==> src/host_chan_pkg.sv <==
package host_chan_pkg;

   // Configuration indices reached through the index/data pair.
   localparam logic [7:0] IDX_BASE_LO = 8'h4A;
   localparam logic [7:0] IDX_BASE_HI = 8'h4B;
   localparam logic [7:0] IDX_CLK_HI = 8'h50;
   localparam logic [7:0] IDX_CLK_LO = 8'h51;
   localparam logic [7:0] IDX_KBD_HI = 8'h52;
   localparam logic [7:0] IDX_KBD_LO = 8'h53;
   localparam logic [7:0] IDX_PWR_HI = 8'h54;
   localparam logic [7:0] IDX_PWR_LO = 8'h55;
   localparam logic [7:0] IDX_FEN = 8'h56;
   localparam logic [7:0] IDX_FLOCK = 8'h57;

   // Reset values of the channel address bytes (legacy ports).
   localparam logic [7:0] CLK_HI_RST = 8'h00;
   localparam logic [7:0] CLK_LO_RST = 8'h70;
   localparam logic [7:0] KBD_HI_RST = 8'h00;
   localparam logic [7:0] KBD_LO_RST = 8'h60;
   localparam logic [7:0] PWR_HI_RST = 8'h00;
   localparam logic [7:0] PWR_LO_RST = 8'h62;
   localparam logic [7:0] BYTE_ZERO = 8'h00;

   // Bits forced to zero in the low address bytes.
   localparam logic [7:0] BASE_LO_MASK = 8'hFE;
   localparam logic [7:0] CLK_LO_MASK = 8'hFE;
   localparam logic [7:0] KBD_LO_MASK = 8'hFB;
   localparam logic [7:0] PWR_LO_MASK = 8'hFB;

   // Channel numbering shared by enable and lock bits.
   localparam int CH_CLK = 0;
   localparam int CH_KBD = 1;
   localparam int CH_PWR = 2;
   localparam int NUM_CH = 3;
   // Base lock is held internally at bit 3 and shown at bit 7.
   localparam int LK_BASE = 3;
   localparam int LK_BASE_POS = 7;
   localparam logic [NUM_CH-1:0] FEN_ALL = 3'h7;
   localparam logic [NUM_CH-1:0] FEN_NONE = 3'h0;
   localparam logic [3:0] FLOCK_RST = 4'h0;

   typedef struct packed {
      logic [15:0] addr;
      logic rd;
      logic wr;
      logic [7:0] wdata;
   } host_req_t;

   typedef struct packed {
      logic [7:0] index;
      logic [7:0] base_hi;
      logic [7:0] base_lo;
      logic [7:0] base_tmp;
      logic base_valid;
      logic [7:0] clk_hi;
      logic [7:0] clk_lo;
      logic [7:0] kbd_hi;
      logic [7:0] kbd_lo;
      logic [7:0] pwr_hi;
      logic [7:0] pwr_lo;
      logic [NUM_CH-1:0] fen;
      logic [3:0] flock;
      logic [7:0] rdata;
   } chan_state_t;

endpackage

==> src/host_channel_address_decode.sv <==
`timescale 1ns/10ps
// What this block does
// - Base high byte holds host address bits 15..8; undefined until setup loads.
// - Base low byte bit 0 is always zero, reads zero, ignores writes.
// - After setup, base bytes change only while base lock is clear.
// - Clock channel high byte maps bits 15..8, resets 00h, lock protected.
// - Clock channel low bit 0 reads zero, ignores writes, skipped in decode.
// - Clock select low on programmed address or next one when enabled.
// - Clock channel resets to ports 0070h/0071h, enable from strap.
// - Keyboard bytes reset to 00h and 60h, writable only while unlocked.
// - Keyboard low bit 2 reads zero, ignores writes, skipped in decode.
// - Keyboard select low on programmed address or plus four when enabled.
// - Keyboard channel resets to ports 0060h/0064h, enable from strap.
// - Power bytes reset to 00h and 62h, writable only while unlocked.
// - Power low bit 2 reads zero, ignores writes, skipped in decode.
// - Power select low on programmed address or plus four when enabled.
// - Power channel resets to ports 0062h/0066h, enable from strap.
// - Strap sampled in reset: zero clears enables, one sets them all.
// - Enable bits 0,1,2 gate clock, keyboard and power selects.
// - Lock register clears on reset; writing one sets a sticky bit.
// - A set lock makes its address bytes and enable bit read only.
// - Index port write picks register; data port at next address accesses it.
// - Base high write goes to a holding byte; low write commits both.
// - Base high byte lives at configuration index 4Bh.
// - Lock register lives at configuration index 57h.
module host_channel_address_decode (
   // Clock and reset
   input wire logic clk,
   input wire logic srst,
   // Strap that picks the enable state taken at reset
   input wire logic host_default_enable_strap,
   // Initial base load from the setup protocol
   input wire logic base_load,
   input wire logic [15:0] base_load_addr,
   // Host I/O bus
   input wire host_chan_pkg::host_req_t host_req,
   output logic [7:0] host_rdata,
   // Channel chip selects, active low
   output logic clock_channel_select_n,
   output logic keyboard_channel_select_n,
   output logic power_channel_select_n,
   // Current configuration pair base for the host decoder
   output logic config_base_valid,
   output logic [15:0] config_base
);

   host_chan_pkg::chan_state_t st_r;
   host_chan_pkg::chan_state_t st_nxt;

   logic access;
   logic cfg_hit;
   logic idx_wr;
   logic data_wr;
   logic data_rd;
   logic [7:0] wd;
   logic [7:0] flock_view;
   logic [7:0] rd_mux;
   logic clk_match;
   logic kbd_match;
   logic pwr_match;

   assign access = host_req.rd | host_req.wr;
   assign wd = host_req.wdata;

   // The pair only answers once the setup protocol has placed it.
   assign cfg_hit = st_r.base_valid &&
      host_req.addr[15:1] == {st_r.base_hi, st_r.base_lo[7:1]};
   assign idx_wr = cfg_hit && !host_req.addr[0] && host_req.wr;
   assign data_wr = cfg_hit && host_req.addr[0] && host_req.wr;
   assign data_rd = cfg_hit && host_req.addr[0] && host_req.rd;

   // Lock bits placed at their visible positions, reserved bits zero.
   always_comb begin
      flock_view = host_chan_pkg::BYTE_ZERO;
      flock_view[host_chan_pkg::NUM_CH-1:0] =
         st_r.flock[host_chan_pkg::NUM_CH-1:0];
      flock_view[host_chan_pkg::LK_BASE_POS] =
         st_r.flock[host_chan_pkg::LK_BASE];
   end

   // Unknown indices read zero, so a probe of an absent register is harmless.
   always_comb begin
      unique case (st_r.index)
         host_chan_pkg::IDX_BASE_HI: rd_mux = st_r.base_hi;
         host_chan_pkg::IDX_BASE_LO: rd_mux = st_r.base_lo;
         host_chan_pkg::IDX_CLK_HI: rd_mux = st_r.clk_hi;
         host_chan_pkg::IDX_CLK_LO: rd_mux = st_r.clk_lo;
         host_chan_pkg::IDX_KBD_HI: rd_mux = st_r.kbd_hi;
         host_chan_pkg::IDX_KBD_LO: rd_mux = st_r.kbd_lo;
         host_chan_pkg::IDX_PWR_HI: rd_mux = st_r.pwr_hi;
         host_chan_pkg::IDX_PWR_LO: rd_mux = st_r.pwr_lo;
         host_chan_pkg::IDX_FEN: rd_mux = {5'h00, st_r.fen};
         host_chan_pkg::IDX_FLOCK: rd_mux = flock_view;
         default: rd_mux = host_chan_pkg::BYTE_ZERO;
      endcase
   end

   always_comb begin
      st_nxt = st_r;
      if (srst) begin
         st_nxt.index = host_chan_pkg::BYTE_ZERO;
         // The base has no defined value until setup; valid stays low.
         st_nxt.base_hi = host_chan_pkg::BYTE_ZERO;
         st_nxt.base_lo = host_chan_pkg::BYTE_ZERO;
         st_nxt.base_tmp = host_chan_pkg::BYTE_ZERO;
         st_nxt.base_valid = 1'b0;
         st_nxt.clk_hi = host_chan_pkg::CLK_HI_RST;
         st_nxt.clk_lo = host_chan_pkg::CLK_LO_RST;
         st_nxt.kbd_hi = host_chan_pkg::KBD_HI_RST;
         st_nxt.kbd_lo = host_chan_pkg::KBD_LO_RST;
         st_nxt.pwr_hi = host_chan_pkg::PWR_HI_RST;
         st_nxt.pwr_lo = host_chan_pkg::PWR_LO_RST;
         st_nxt.fen = host_default_enable_strap ? host_chan_pkg::FEN_ALL :
            host_chan_pkg::FEN_NONE;
         st_nxt.flock = host_chan_pkg::FLOCK_RST;
         st_nxt.rdata = host_chan_pkg::BYTE_ZERO;
      end else begin
         // First placement of the pair; later moves use the two-write path.
         if (base_load && !st_r.base_valid) begin
            st_nxt.base_hi = base_load_addr[15:8];
            st_nxt.base_lo = base_load_addr[7:0] &
               host_chan_pkg::BASE_LO_MASK;
            st_nxt.base_valid = 1'b1;
         end
         if (idx_wr) begin
            st_nxt.index = wd;
         end
         if (data_rd) begin
            st_nxt.rdata = rd_mux;
         end else if (host_req.rd && cfg_hit) begin
            st_nxt.rdata = st_r.index;
         end
         if (data_wr) begin
            unique case (st_r.index)
               host_chan_pkg::IDX_BASE_HI: begin
                  if (!st_r.flock[host_chan_pkg::LK_BASE]) begin
                     st_nxt.base_tmp = wd;
                  end
               end
               host_chan_pkg::IDX_BASE_LO: begin
                  if (!st_r.flock[host_chan_pkg::LK_BASE]) begin
                     st_nxt.base_hi = st_r.base_tmp;
                     st_nxt.base_lo = wd & host_chan_pkg::BASE_LO_MASK;
                  end
               end
               host_chan_pkg::IDX_CLK_HI: begin
                  if (!st_r.flock[host_chan_pkg::CH_CLK]) begin
                     st_nxt.clk_hi = wd;
                  end
               end
               host_chan_pkg::IDX_CLK_LO: begin
                  if (!st_r.flock[host_chan_pkg::CH_CLK]) begin
                     st_nxt.clk_lo = wd & host_chan_pkg::CLK_LO_MASK;
                  end
               end
               host_chan_pkg::IDX_KBD_HI: begin
                  if (!st_r.flock[host_chan_pkg::CH_KBD]) begin
                     st_nxt.kbd_hi = wd;
                  end
               end
               host_chan_pkg::IDX_KBD_LO: begin
                  if (!st_r.flock[host_chan_pkg::CH_KBD]) begin
                     st_nxt.kbd_lo = wd & host_chan_pkg::KBD_LO_MASK;
                  end
               end
               host_chan_pkg::IDX_PWR_HI: begin
                  if (!st_r.flock[host_chan_pkg::CH_PWR]) begin
                     st_nxt.pwr_hi = wd;
                  end
               end
               host_chan_pkg::IDX_PWR_LO: begin
                  if (!st_r.flock[host_chan_pkg::CH_PWR]) begin
                     st_nxt.pwr_lo = wd & host_chan_pkg::PWR_LO_MASK;
                  end
               end
               host_chan_pkg::IDX_FEN: begin
                  // Each enable bit is protected by its own channel lock.
                  for (int i = 0; i < host_chan_pkg::NUM_CH; i++) begin
                     if (!st_r.flock[i]) begin
                        st_nxt.fen[i] = wd[i];
                     end
                  end
               end
               host_chan_pkg::IDX_FLOCK: begin
                  // Ones only ever add to the lock set; zeros change nothing.
                  st_nxt.flock[host_chan_pkg::NUM_CH-1:0] =
                     st_r.flock[host_chan_pkg::NUM_CH-1:0] |
                     wd[host_chan_pkg::NUM_CH-1:0];
                  st_nxt.flock[host_chan_pkg::LK_BASE] =
                     st_r.flock[host_chan_pkg::LK_BASE] |
                     wd[host_chan_pkg::LK_BASE_POS];
               end
               default: begin
               end
            endcase
         end
      end
   end

   always_ff @(posedge clk) begin
      st_r <= st_nxt;
   end

   // Address compares skip the ignored line of each channel.
   assign clk_match = host_req.addr[15:1] ==
      {st_r.clk_hi, st_r.clk_lo[7:1]};
   assign kbd_match = {host_req.addr[15:3], host_req.addr[1:0]} ==
      {st_r.kbd_hi, st_r.kbd_lo[7:3], st_r.kbd_lo[1:0]};
   assign pwr_match = {host_req.addr[15:3], host_req.addr[1:0]} ==
      {st_r.pwr_hi, st_r.pwr_lo[7:3], st_r.pwr_lo[1:0]};

   // Selects follow the live cycle so the channel sees the same strobe.
   assign clock_channel_select_n =
      !(access && clk_match && st_r.fen[host_chan_pkg::CH_CLK]);
   assign keyboard_channel_select_n =
      !(access && kbd_match && st_r.fen[host_chan_pkg::CH_KBD]);
   assign power_channel_select_n =
      !(access && pwr_match && st_r.fen[host_chan_pkg::CH_PWR]);

   assign host_rdata = st_r.rdata;
   assign config_base_valid = st_r.base_valid;
   assign config_base = {st_r.base_hi, st_r.base_lo};
endmodule

==> config.mk <==
export PLATFORM = sky130hd
export DESIGN_NAME = host_channel_address_decode
export DESIGN_NICKNAME = d
export VERILOG_FILES = /design/src/host_chan_pkg.sv /design/src/host_channel_address_decode.sv
export SDC_FILE = /design/constraint.sdc
export NUM_CORES = 1
export LEC_CHECK = 0
export BUFFER_PORTS_ARGS = -buffer_cell sky130_fd_sc_hd__buf_2
export CAP_MARGIN = 20
export CELL_PAD_IN_SITES_DETAIL_PLACEMENT = 1
export CELL_PAD_IN_SITES_GLOBAL_PLACEMENT = 1
export CORE_UTILIZATION = 30
export CTS_CLUSTER_SIZE = 16
export DETAILED_ROUTE_END_ITERATION = 10
export PLACE_DENSITY = 0.64
export SETUP_SLACK_MARGIN = 0.5
export SLEW_MARGIN = 40
export SYNTH_ARGS = -nofsm -noshare
export SYNTH_HDL_FRONTEND = slang
export SYNTH_SLANG_ARGS = --single-unit
==> constraint.sdc <==
create_clock -name clk -period 2.35 [get_ports clk]
set_clock_uncertainty 0.2 [all_clocks]
set_input_delay 0.47 -clock clk [delete_from_list [all_inputs] [get_ports clk]]
set_output_delay 0.47 -clock clk [all_outputs]
set_load 0.01 [all_outputs]
==> results of run 1 <==
==> how the worst min path moves through the flow <==
stage	from	to	cells past startpoint
4_1_cts	base_load	config_base_valid	3
5_1_grt	base_load	config_base_valid	3
6_report	base_load	config_base_valid	3
3_5_place_dp	st_r[70]	config_base[14]	2
3_3_place_gp	st_r[71]	st_r[71]	2
2_1_floorplan	st_r[66]	config_base[10]	2
==> placed cells by master (no fill, tap or decap), drive strengths merged, types with 5 or more instances in the layout <==
cell,synthesis,routed
a21oi,10,10
and3,5,5
buf,35,148
clkbuf,24,9
dfxtp,90,90
inv,3,8
mux2,22,22
mux2i,85,85
nand2,90,90
nand3,10,10
nand4,12,12
nand4b,5,5
nor2,31,31
nor2b,7,7
nor4,15,15
o21ai,18,18
xnor2,15,15
xor2,45,45
==> final cells by class <==
class / instances / area share, %
multi-input combinational: 429 / 49.7
clock buffer: 9 / 3.13
sequential: 93 / 26.9
inverter: 5 / 0.261
clock inverter: 7 / 0.886
tap: 225 / 3.91
timing repair buffer: 148 / 15.3
==> worst max-delay path, delay by kind of cell <==
family / cells / cell delay (ns)
buf+inv: 3 / 0.52
xor+xnor: 1 / 0.16
simple gates: 2 / 0.53
==> report_power, final <==
| part | total [mW] | leakage, nW | internal [mW] | switching (mW) |
|---|---|---|---|---|
| logic | 0.426 | 2.30 | 0.185 | 0.240 |
| registers | 1.63 | 0.768 | 1.60 | 0.0316 |
| clock network | 1.48 | 0.143 | 0.746 | 0.739 |
| total | 3.54 | 3.21 | 2.53 | 1.01 |
==> what timing repair did <==
item,CTS,global route
cloned,1,0
resized for setup,61,65
pin swaps,18,16
setup buffers,9,1
setup endpoints to repair,98,98
==> state kept, by name (all words and copies together) (netlist names) <==
signal and cells:
host_rdata 8, st_r 64, flock_view 4, config_base_valid 1, config_base 16
==> metal layers <==
| metal | part of all wire, % | vias to the layer above |
|---|---|---|
| li1 | - | 2258 |
| met1 | 44 | 2456 |
| met2 | 47 | 176 |
| met3 | 6.9 | 29 |
| met4 | 2.5 | 0 |
| met5 | 0 | - |
==> cell families after synthesis <==
logic type	Yosys count	share of synthesized area, %
AOI/OAI and AO/OA	68	8.60
xor gates and xnor gates	60	9.73
buffers and inverters	64	6.72
DFF	93	35.0
muxes	109	21.2
and+or+nand+nor	192	18.7
==> stage by stage <==
| step | instance area [um2] | util [%] | hold WS, ns | power [mW] | setup TNS, ns |
|---|---|---|---|---|---|
| floorplan | 5510 | - | 0.242 | 1.87 | 0 |
| global placement | 6360 | 36.5 | 0.254 | 2.05 | -1.02 |
| detailed placement | 6360 | 36.5 | 0.264 | 2.06 | -2.31 |
| CTS | 6940 | 39.8 | 0.120 | 3.55 | 0 |
| global route | 7200 | 41.4 | 0.168 | 3.67 | -0.107 |
| finish | 7200 | 41.4 | 0.127 | 3.54 | 0 |
==> run_results.csv, run 1 <==
group,metric,value,unit
placement,place_ws,-0.353,ns
synth,synth_most_common_cell,"dfxtp_1",
route,drt-initial-drc-count,403,
global_route,met1_usage,30.9,%
layout,multi_input_area,3580,um2
global_route,antenna_found_initial,0,
die,rows,48,
layout,drive_gt1_share,40.8,%
layout,antenna_cells,0,
job,drv_cap,0,
die,coreArea,17400,um2
die,initial_core_util,31.0,%
synth,ys_warn_count,0,
worst_setup_path,critPathKind,"in -> out",
worst_setup_path,slowest_stage,"nor4_2",
layout,final_cells,916,
placement,place_inst,889,
worst_setup_path,endpoint,"clock_channel_select_n",
worst_setup_path,critPathLaunch,"host_req[14]",
global_route,grtUsageMet2,37.9,%
worst_setup_path,cp_max_fo,3,
synth,synthTopCellsByCount,"dfxtp_1, nand2_1, mux2i_1",
layout,nets,732,
global_route,grt_pass1_wl,32.1,mm
timing,period_needed,2.35,ns
timing,worst_pin_slew,0.538,ns
synth,synthCells,586,
worst_setup_path,cpMostUsedCell,"buf_2",
synth,synth_top_area_share,33.4,%
synth,synth_edf_count,3,
worst_setup_path,worst_setup_path_start_kind,"input pin",
global_route,grt-busiest-layer,"met2",
route,first_pass_iters,5,
die,die_area,18500,um2
die,io_pins,74,
route,vias_per_cell,5.37,
synth,postSynthAreaPerCell,9.21,um2
layout,area.growth.synth_to_final,33.4,%
synth,async_flop_share,0,%
worst_setup_path,crit_chain,"buf_2, buf_4, xor2_1, nor4_2, nand4_1, buf_2",
placement,dp.final_hpwl,16.3,mm
synth,yosysUniqueCellTypes,64,
worst_setup_path,r2r-start,"config_base[1]",
timing,fmax,0.426,GHz
timing,slew_headroom,64.0,%
route,wl_per_cell,23.4,um
die,die_h,136,um
clocking,clk_pin_slew,0.07,ns
clocking,cts_tree,"done",
global_route,grt_overflow,0,
timing,final-hold-violation-count,0,
global_route,grt_max_degree,25,
global_route,track_usage,23.8,%
placement,io_buffer_count,72,
timing,rsz0062_at_grt,"yes",
synth,netlist_area,5400,um2
synth,ys_ff_latch,93,
clocking,cts.hold.buffers_added,0,
clocking,cts.sinks,93,
worst_setup_path,r2r-end,"st_r[13]",
route,vias,4919,
timing,maxSlewViolCount,0,
route,route.detailed.drc,0,
clocking,h-tree-depth,3,
worst_setup_path,r2r_setup_slack,0.18,ns
timing,period_share,100,%
clocking,root_buffer,"clkbuf_16",
clocking,cts_buffers,9,
global_route,grtUsageMet3,6.23,%
pwr,p_leak,3.21,nW
layout,regArea,1940,um2
placement,gp_congestion,0.940,
die,fp.dieW,136,um
hold_path,min_path_type,"in -> reg",
worst_setup_path,crit_path_end_kind,"output port",
route,routed_wl,21.4,mm
timing,finalSetupViolations,0,
synth,synth_area_leaders,"dfxtp_1, mux2i_1, xor2_1",
worst_setup_path,ff2ff_path_depth,7,
synth,yosysTopAreaCell,"dfxtp_1",
pwr,vdd_drop_max,0.000339,V
clocking,clk_latency,0.36,ns
worst_setup_path,cp_data_arrival_time,1.68,ns
timing,timing.final.ws_setup,0.000380,ns
synth,syn-num-nets,632,
route,ant_nets,0,
worst_setup_path,slowest_delay,0.34,ns
clocking,cts_max_path_buffers,2,
layout,fillers,1993,
pwr,p_per_area,492,nW/um2
worst_setup_path,critical_path_required,1.68,ns
global_route,grt_pass1_vias,5321,
synth,ys.flop_type,"dfxtp_1",
synth,ys_seq_area_share,35.0,%
run_status,status,"finished clean",
(Power assumes the default switching activity.)
==> inputs of run 2 (changes only) <==
- CTS_BUF_LIST: unset -> sky130_fd_sc_hd__clkbuf_8
==> run_results.csv, run 2 (same netlist as run 1, synthesis figures left out) <==
group,metric,value,unit
die,coreArea,17400,um2
timing,worst_pin_slew,0.647,ns
worst_setup_path,critical_path_required,1.68,ns
global_route,grt_pass1_wl,33.0,mm
layout,final_common_cell,"nand2_1",
worst_setup_path,cp_max_fo,2,
pwr,power.internal,2.21,mW
pwr,comb_power_share,14.2,%
worst_setup_path,critPathKind,"reg -> out",
pwr,p_seq_share,51.1,%
global_route,track_usage,24.4,%
run_status,violations,"setup timing",
layout,antenna_cells,0,
clocking,cts_tree,"done",
global_route,grt_max_degree,25,
route,first_pass_iters,5,
timing,hold_ws,0.0846,ns
route,route.detailed.drc,0,
die,die_h,136,um
layout,multi_input_area,3670,um2
global_route,grt_pass1_vias,5430,
clocking,h-tree-depth,3,
pwr,p_leak,3.29,nW
clocking,root_buffer,"clkbuf_8",
route,drt-initial-drc-count,289,
timing,slew_headroom,56.4,%
die,die_area,18500,um2
pwr,switching_share,30.6,%
hold_path,min_path_type,"in -> reg",
clocking,clk_latency,0.40,ns
global_route,grt_overflow,0,
die,initial_core_util,31.0,%
layout,nets,752,
route,vias,5128,
timing,period_share,103,%
timing,finalSetupViolations,1,
worst_setup_path,worst_setup_path_start_kind,"register",
clocking,clk_pin_slew,0.10,ns
layout,largest_register_ffs,64,
timing,maxSlewViolCount,0,
job,drv_cap,0,
timing,timing.final.ws_setup,-0.0626,ns
clocking,cts.sinks,93,
global_route,antenna_found_initial,0,
timing,rsz0062_at_grt,"yes",
layout,top_register,"st_r",
layout,fillers,1997,
pwr,p_per_area,431,nW/um2
route,ant_nets,0,
clocking,cts_buffers,9,
pwr,vdd_drop_max,0.000307,V
route,wl_per_cell,23.5,um
route,vias_per_cell,5.48,
route,routed_wl,22.0,mm
run_status,status,"complete, but fails checks",
worst_setup_path,slowest_stage,"edfxtp_1",
worst_setup_path,crit_chain,"o21ai_0, nor4_2, nand4_1, buf_2",
die,rows,48,
pwr,p_switching,977,uW
timing,period_needed,2.41,ns
layout,drive_gt1_share,44.0,%
timing,final-hold-violation-count,0,
placement,gp_congestion,0.940,
worst_setup_path,cp_data_arrival_time,1.74,ns
worst_setup_path,crit_path_end_kind,"output port",
clocking,cts_max_path_buffers,2,
worst_setup_path,slowest_delay,0.40,ns
layout,area.growth.synth_to_final,37.0,%
die,io_pins,74,
timing,fmax,0.414,GHz
layout,regArea,1950,um2
layout,layout_common_cells,"nand2_1, mux2i_1, buf_2",
placement,io_buffer_count,72,
placement,dp.final_hpwl,16.3,mm
pwr,pwr-share-clk,34.7,%
die,fp.dieW,136,um
placement,place_ws,-0.353,ns
==> run 2: cell types whose count changed in the layout (fill, tap and decap cells not counted), moves of 3 or more <==
cell	before	now
o21ai_1	7	2
clkbuf_8	0	9
o21ai_2	5	10
clkbuf_16	9	1
buf_4	51	64
buf_8	0	3
buf_6	18	22
dfxtp_2	14	11
dfxtp_4	7	12
==> run 2: power by group through the flow <==
stage	clock (mW)	sequential [mW]	combinational (mW)
floorplan	0	1.66	0.203
global placement	0	1.67	0.377
detailed placement	0	1.67	0.387
CTS	1.13	1.63	0.427
global route	1.20	1.63	0.478
finish	1.11	1.63	0.454
==> run 2: layout make-up <==
type	instances	area share, %
inverter	5	0.254
timing repair buffer	168	17.5
tap	225	3.81
multi-input combinational	429	49.6
clock inverter	7	0.863
sequential	93	26.4
clock buffer	9	1.67
==> run 2: stage by stage <==
step	power (mW)	util (%)	instance area (um2)	cells	TNS, ns
2_1_floorplan	1.87	-	5510	586	0
6_report	3.19	42.5	7400	936	-0.0626
5_1_grt	3.31	42.5	7400	936	-0.283
3_5_place_dp	2.06	36.5	6360	889	-2.31
4_1_cts	3.19	40.5	7060	922	-0.0830
3_3_place_gp	2.05	36.5	6360	889	-1.02
==> run 2: final timing paths <==
kind,from,end,slack [ns],depth (start not counted)
worst max-delay path,st_r[12],clock_channel_select_n,-0.06,4
worst min-delay path,base_load,config_base_valid,0.08,3
worst max register to register,config_base[14],st_r[54],0.15,7
worst min register to register,st_r[70],config_base[14],0.27,2
==> run 2: timing repair <==
| action | in CTS | in global routing |
|---|---|---|
| cloned | 1 | 0 |
| setup endpoints to repair | 99 | 98 |
| pin swaps | 28 | 25 |
| hold buffers | 0 | 0 |
| buffers inserted | 16 | 14 |
| resized for setup | 110 | 50 |
==> run 2: worst max-delay path: cells and delay by family, from the launching register on <==
kind                   cells  cell delay (ns)
AND/OR/NAND/NOR            2             0.48
flip-flops                 1             0.40
AO/OA/AOI/OAI              1             0.27
buffers and inverters      1             0.19
==> run 2: routing by layer <==
metal	track usage [%]	vias up	share of wire [%]
met2	39.9	193	47
li1	-	2301	-
met5	0	-	0
met1	32.4	2601	44
met3	4.36	33	6.1
met4	7.59	0	2.4
==> inputs of run 3 (changes only) <==
- BUFFER_PORTS_ARGS: -buffer_cell sky130_fd_sc_hd__buf_2 -> -buffer_cell sky130_fd_sc_hd__buf_4
==> run_results.csv, run 3 (same netlist as run 1, synthesis figures left out) <==
group,metric,value,unit
layout,final_util,44.2,%
global_route,grt_max_degree,25,
die,die_area,18500,um2
timing,period_share,104,%
layout,layout_common_cells,"buf_4, nand2_1, mux2i_1",
worst_setup_path,r2r_setup_slack,0.15,ns
pwr,p_per_area,419,nW/um2
layout,drive_gt1_share,46.1,%
placement,gp_congestion,0.901,
hold_path,min_path_type,"in -> reg",
layout,antenna_cells,0,
timing,rsz0062_at_grt,"yes",
worst_setup_path,critical_path_required,1.68,ns
global_route,grt_pass1_wl,33.2,mm
hold_path,hp-start,"base_load",
route,routed_wl,22.1,mm
clocking,cts_tree,"done",
global_route,grt_overflow,0,
worst_setup_path,r2r-end,"st_r[42]",
clocking,h-tree-depth,3,
worst_setup_path,cp_data_arrival_time,1.78,ns
hold_path,hold-path-endpoint,"config_base_valid",
route,wl_per_cell,23.5,um
clocking,cts_buffers,9,
die,rows,48,
layout,nets,755,
die,coreArea,17400,um2
timing,finalSetupViolations,2,
layout,area.growth.synth_to_final,42.5,%
clocking,cts.sinks,93,
clocking,cts.hold.buffers_added,0,
timing,maxSlewViolCount,0,
global_route,grt_pass1_vias,5419,
worst_setup_path,cp_max_fo,2,
placement,dp.final_hpwl,15.8,mm
global_route,track_usage,24.7,%
placement,io_buffer_count,72,
timing,slew_headroom,60.8,%
layout,multi_input_area,3710,um2
global_route,antenna_found_initial,0,
layout,top_register,"st_r",
timing,period_needed,2.45,ns
placement,place_inst,889,
worst_setup_path,ff2ff_path_depth,8,
run_status,violations,"setup timing",
route,route.detailed.drc,0,
worst_setup_path,critPathKind,"reg -> out",
pwr,p_leak,3.37,nW
die,initial_core_util,31.0,%
route,vias_per_cell,5.32,
die,io_pins,74,
job,drv_cap,0,
die,die_h,136,um
timing,fmax,0.408,GHz
layout,largest_register_ffs,64,
clocking,root_buffer,"clkbuf_8",
die,fp.dieW,136,um
worst_setup_path,crit_path_end_kind,"output port",
route,vias,4997,
worst_setup_path,worst_setup_path_start_kind,"register",
timing,worst_pin_slew,0.585,ns
timing,final-hold-violation-count,0,
route,first_pass_iters,4,
layout,fillers,1992,
worst_setup_path,r2r-start,"config_base[12]",
layout,final_cells,939,
route,drt-initial-drc-count,283,
clocking,clk_latency,0.41,ns
layout,regArea,1960,um2
layout,final_common_cell,"buf_4",
hold_path,whs_path_depth,3,
route,ant_nets,0,
pwr,vdd_drop_max,0.000437,V
run_status,status,"complete, but fails checks",
timing,timing.final.ws_setup,-0.104,ns
clocking,clk_pin_slew,0.10,ns
clocking,cts_max_path_buffers,2,
## run 3: cell count changes in the layout (fill, tap and decap cells not counted), sizes merged
cell / delta
buf: +2
inv: -1
clkinvlp: +1
bufbuf: +1
## run 3: where the power goes
part	leakage, nW	switching (mW)	total, mW	internal [mW]
logic	2.50	0.259	0.492	0.233
registers	0.772	0.0339	1.63	1.60
clock network	0.0953	0.687	1.10	0.410
## run 3: layout make-up
cell class / count / area share [%]
multi-input combinational: 429 / 48.2
sequential: 93 / 25.4
timing repair buffer: 171 / 20.0
tap: 225 / 3.66
clock buffer: 9 / 1.61
clock inverter: 7 / 0.862
inverter: 5 / 0.244
## run 3: timing repair
item	in CTS	in global routing
cloned	3	0
buffers inserted	25	6
pin swaps	45	25
gates resized for setup	135	27
endpoints found under the setup margin	98	98
## run 3: worst max path at each step
stage | startpoint | to | cells past startpoint
floorplan | host_req[22] | st_r[42] | 7
detailed placement | host_req[22] | st_r[14] | 8
global route | st_r[34] | keyboard_channel_select_n | 5
finish | st_r[13] | keyboard_channel_select_n | 5
CTS | st_r[57] | clock_channel_select_n | 5
global placement | host_req[22] | st_r[13] | 8
## run 3: worst max-delay path, cell delays in order, from the launching register on
cell and delay [ns]:
edfxtp_1 0.45, o21ai_2 0.09, nor4_2 0.35, buf_4 0.17, nand4_1 0.14, buf_4 0.19
## run 3: through the flow
stage	hold slack, ns	cell area, um2	worst slack [ns]	setup TNS, ns	total power [mW]
finish	0.113	7690	-0.104	-0.195	3.22
global route	0.106	7690	-0.133	-0.279	3.33
CTS	0.0959	7530	-0.0938	-0.177	3.22
detailed placement	0.262	6580	-0.193	-2.23	2.09
global placement	0.252	6580	-0.218	-0.834	2.08
floorplan	0.242	5510	0.254	0	1.87
## run 3: metal layers
metal / global-route usage (%) / share of wire (%) / up-vias
met5: 0 / 0 / -
met4: 7.78 / 2.1 / 0
met3: 4.14 / 4.7 / 33
met2: 40.6 / 47 / 138
met1: 32.9 / 46 / 2523
li1: - / - / 2303
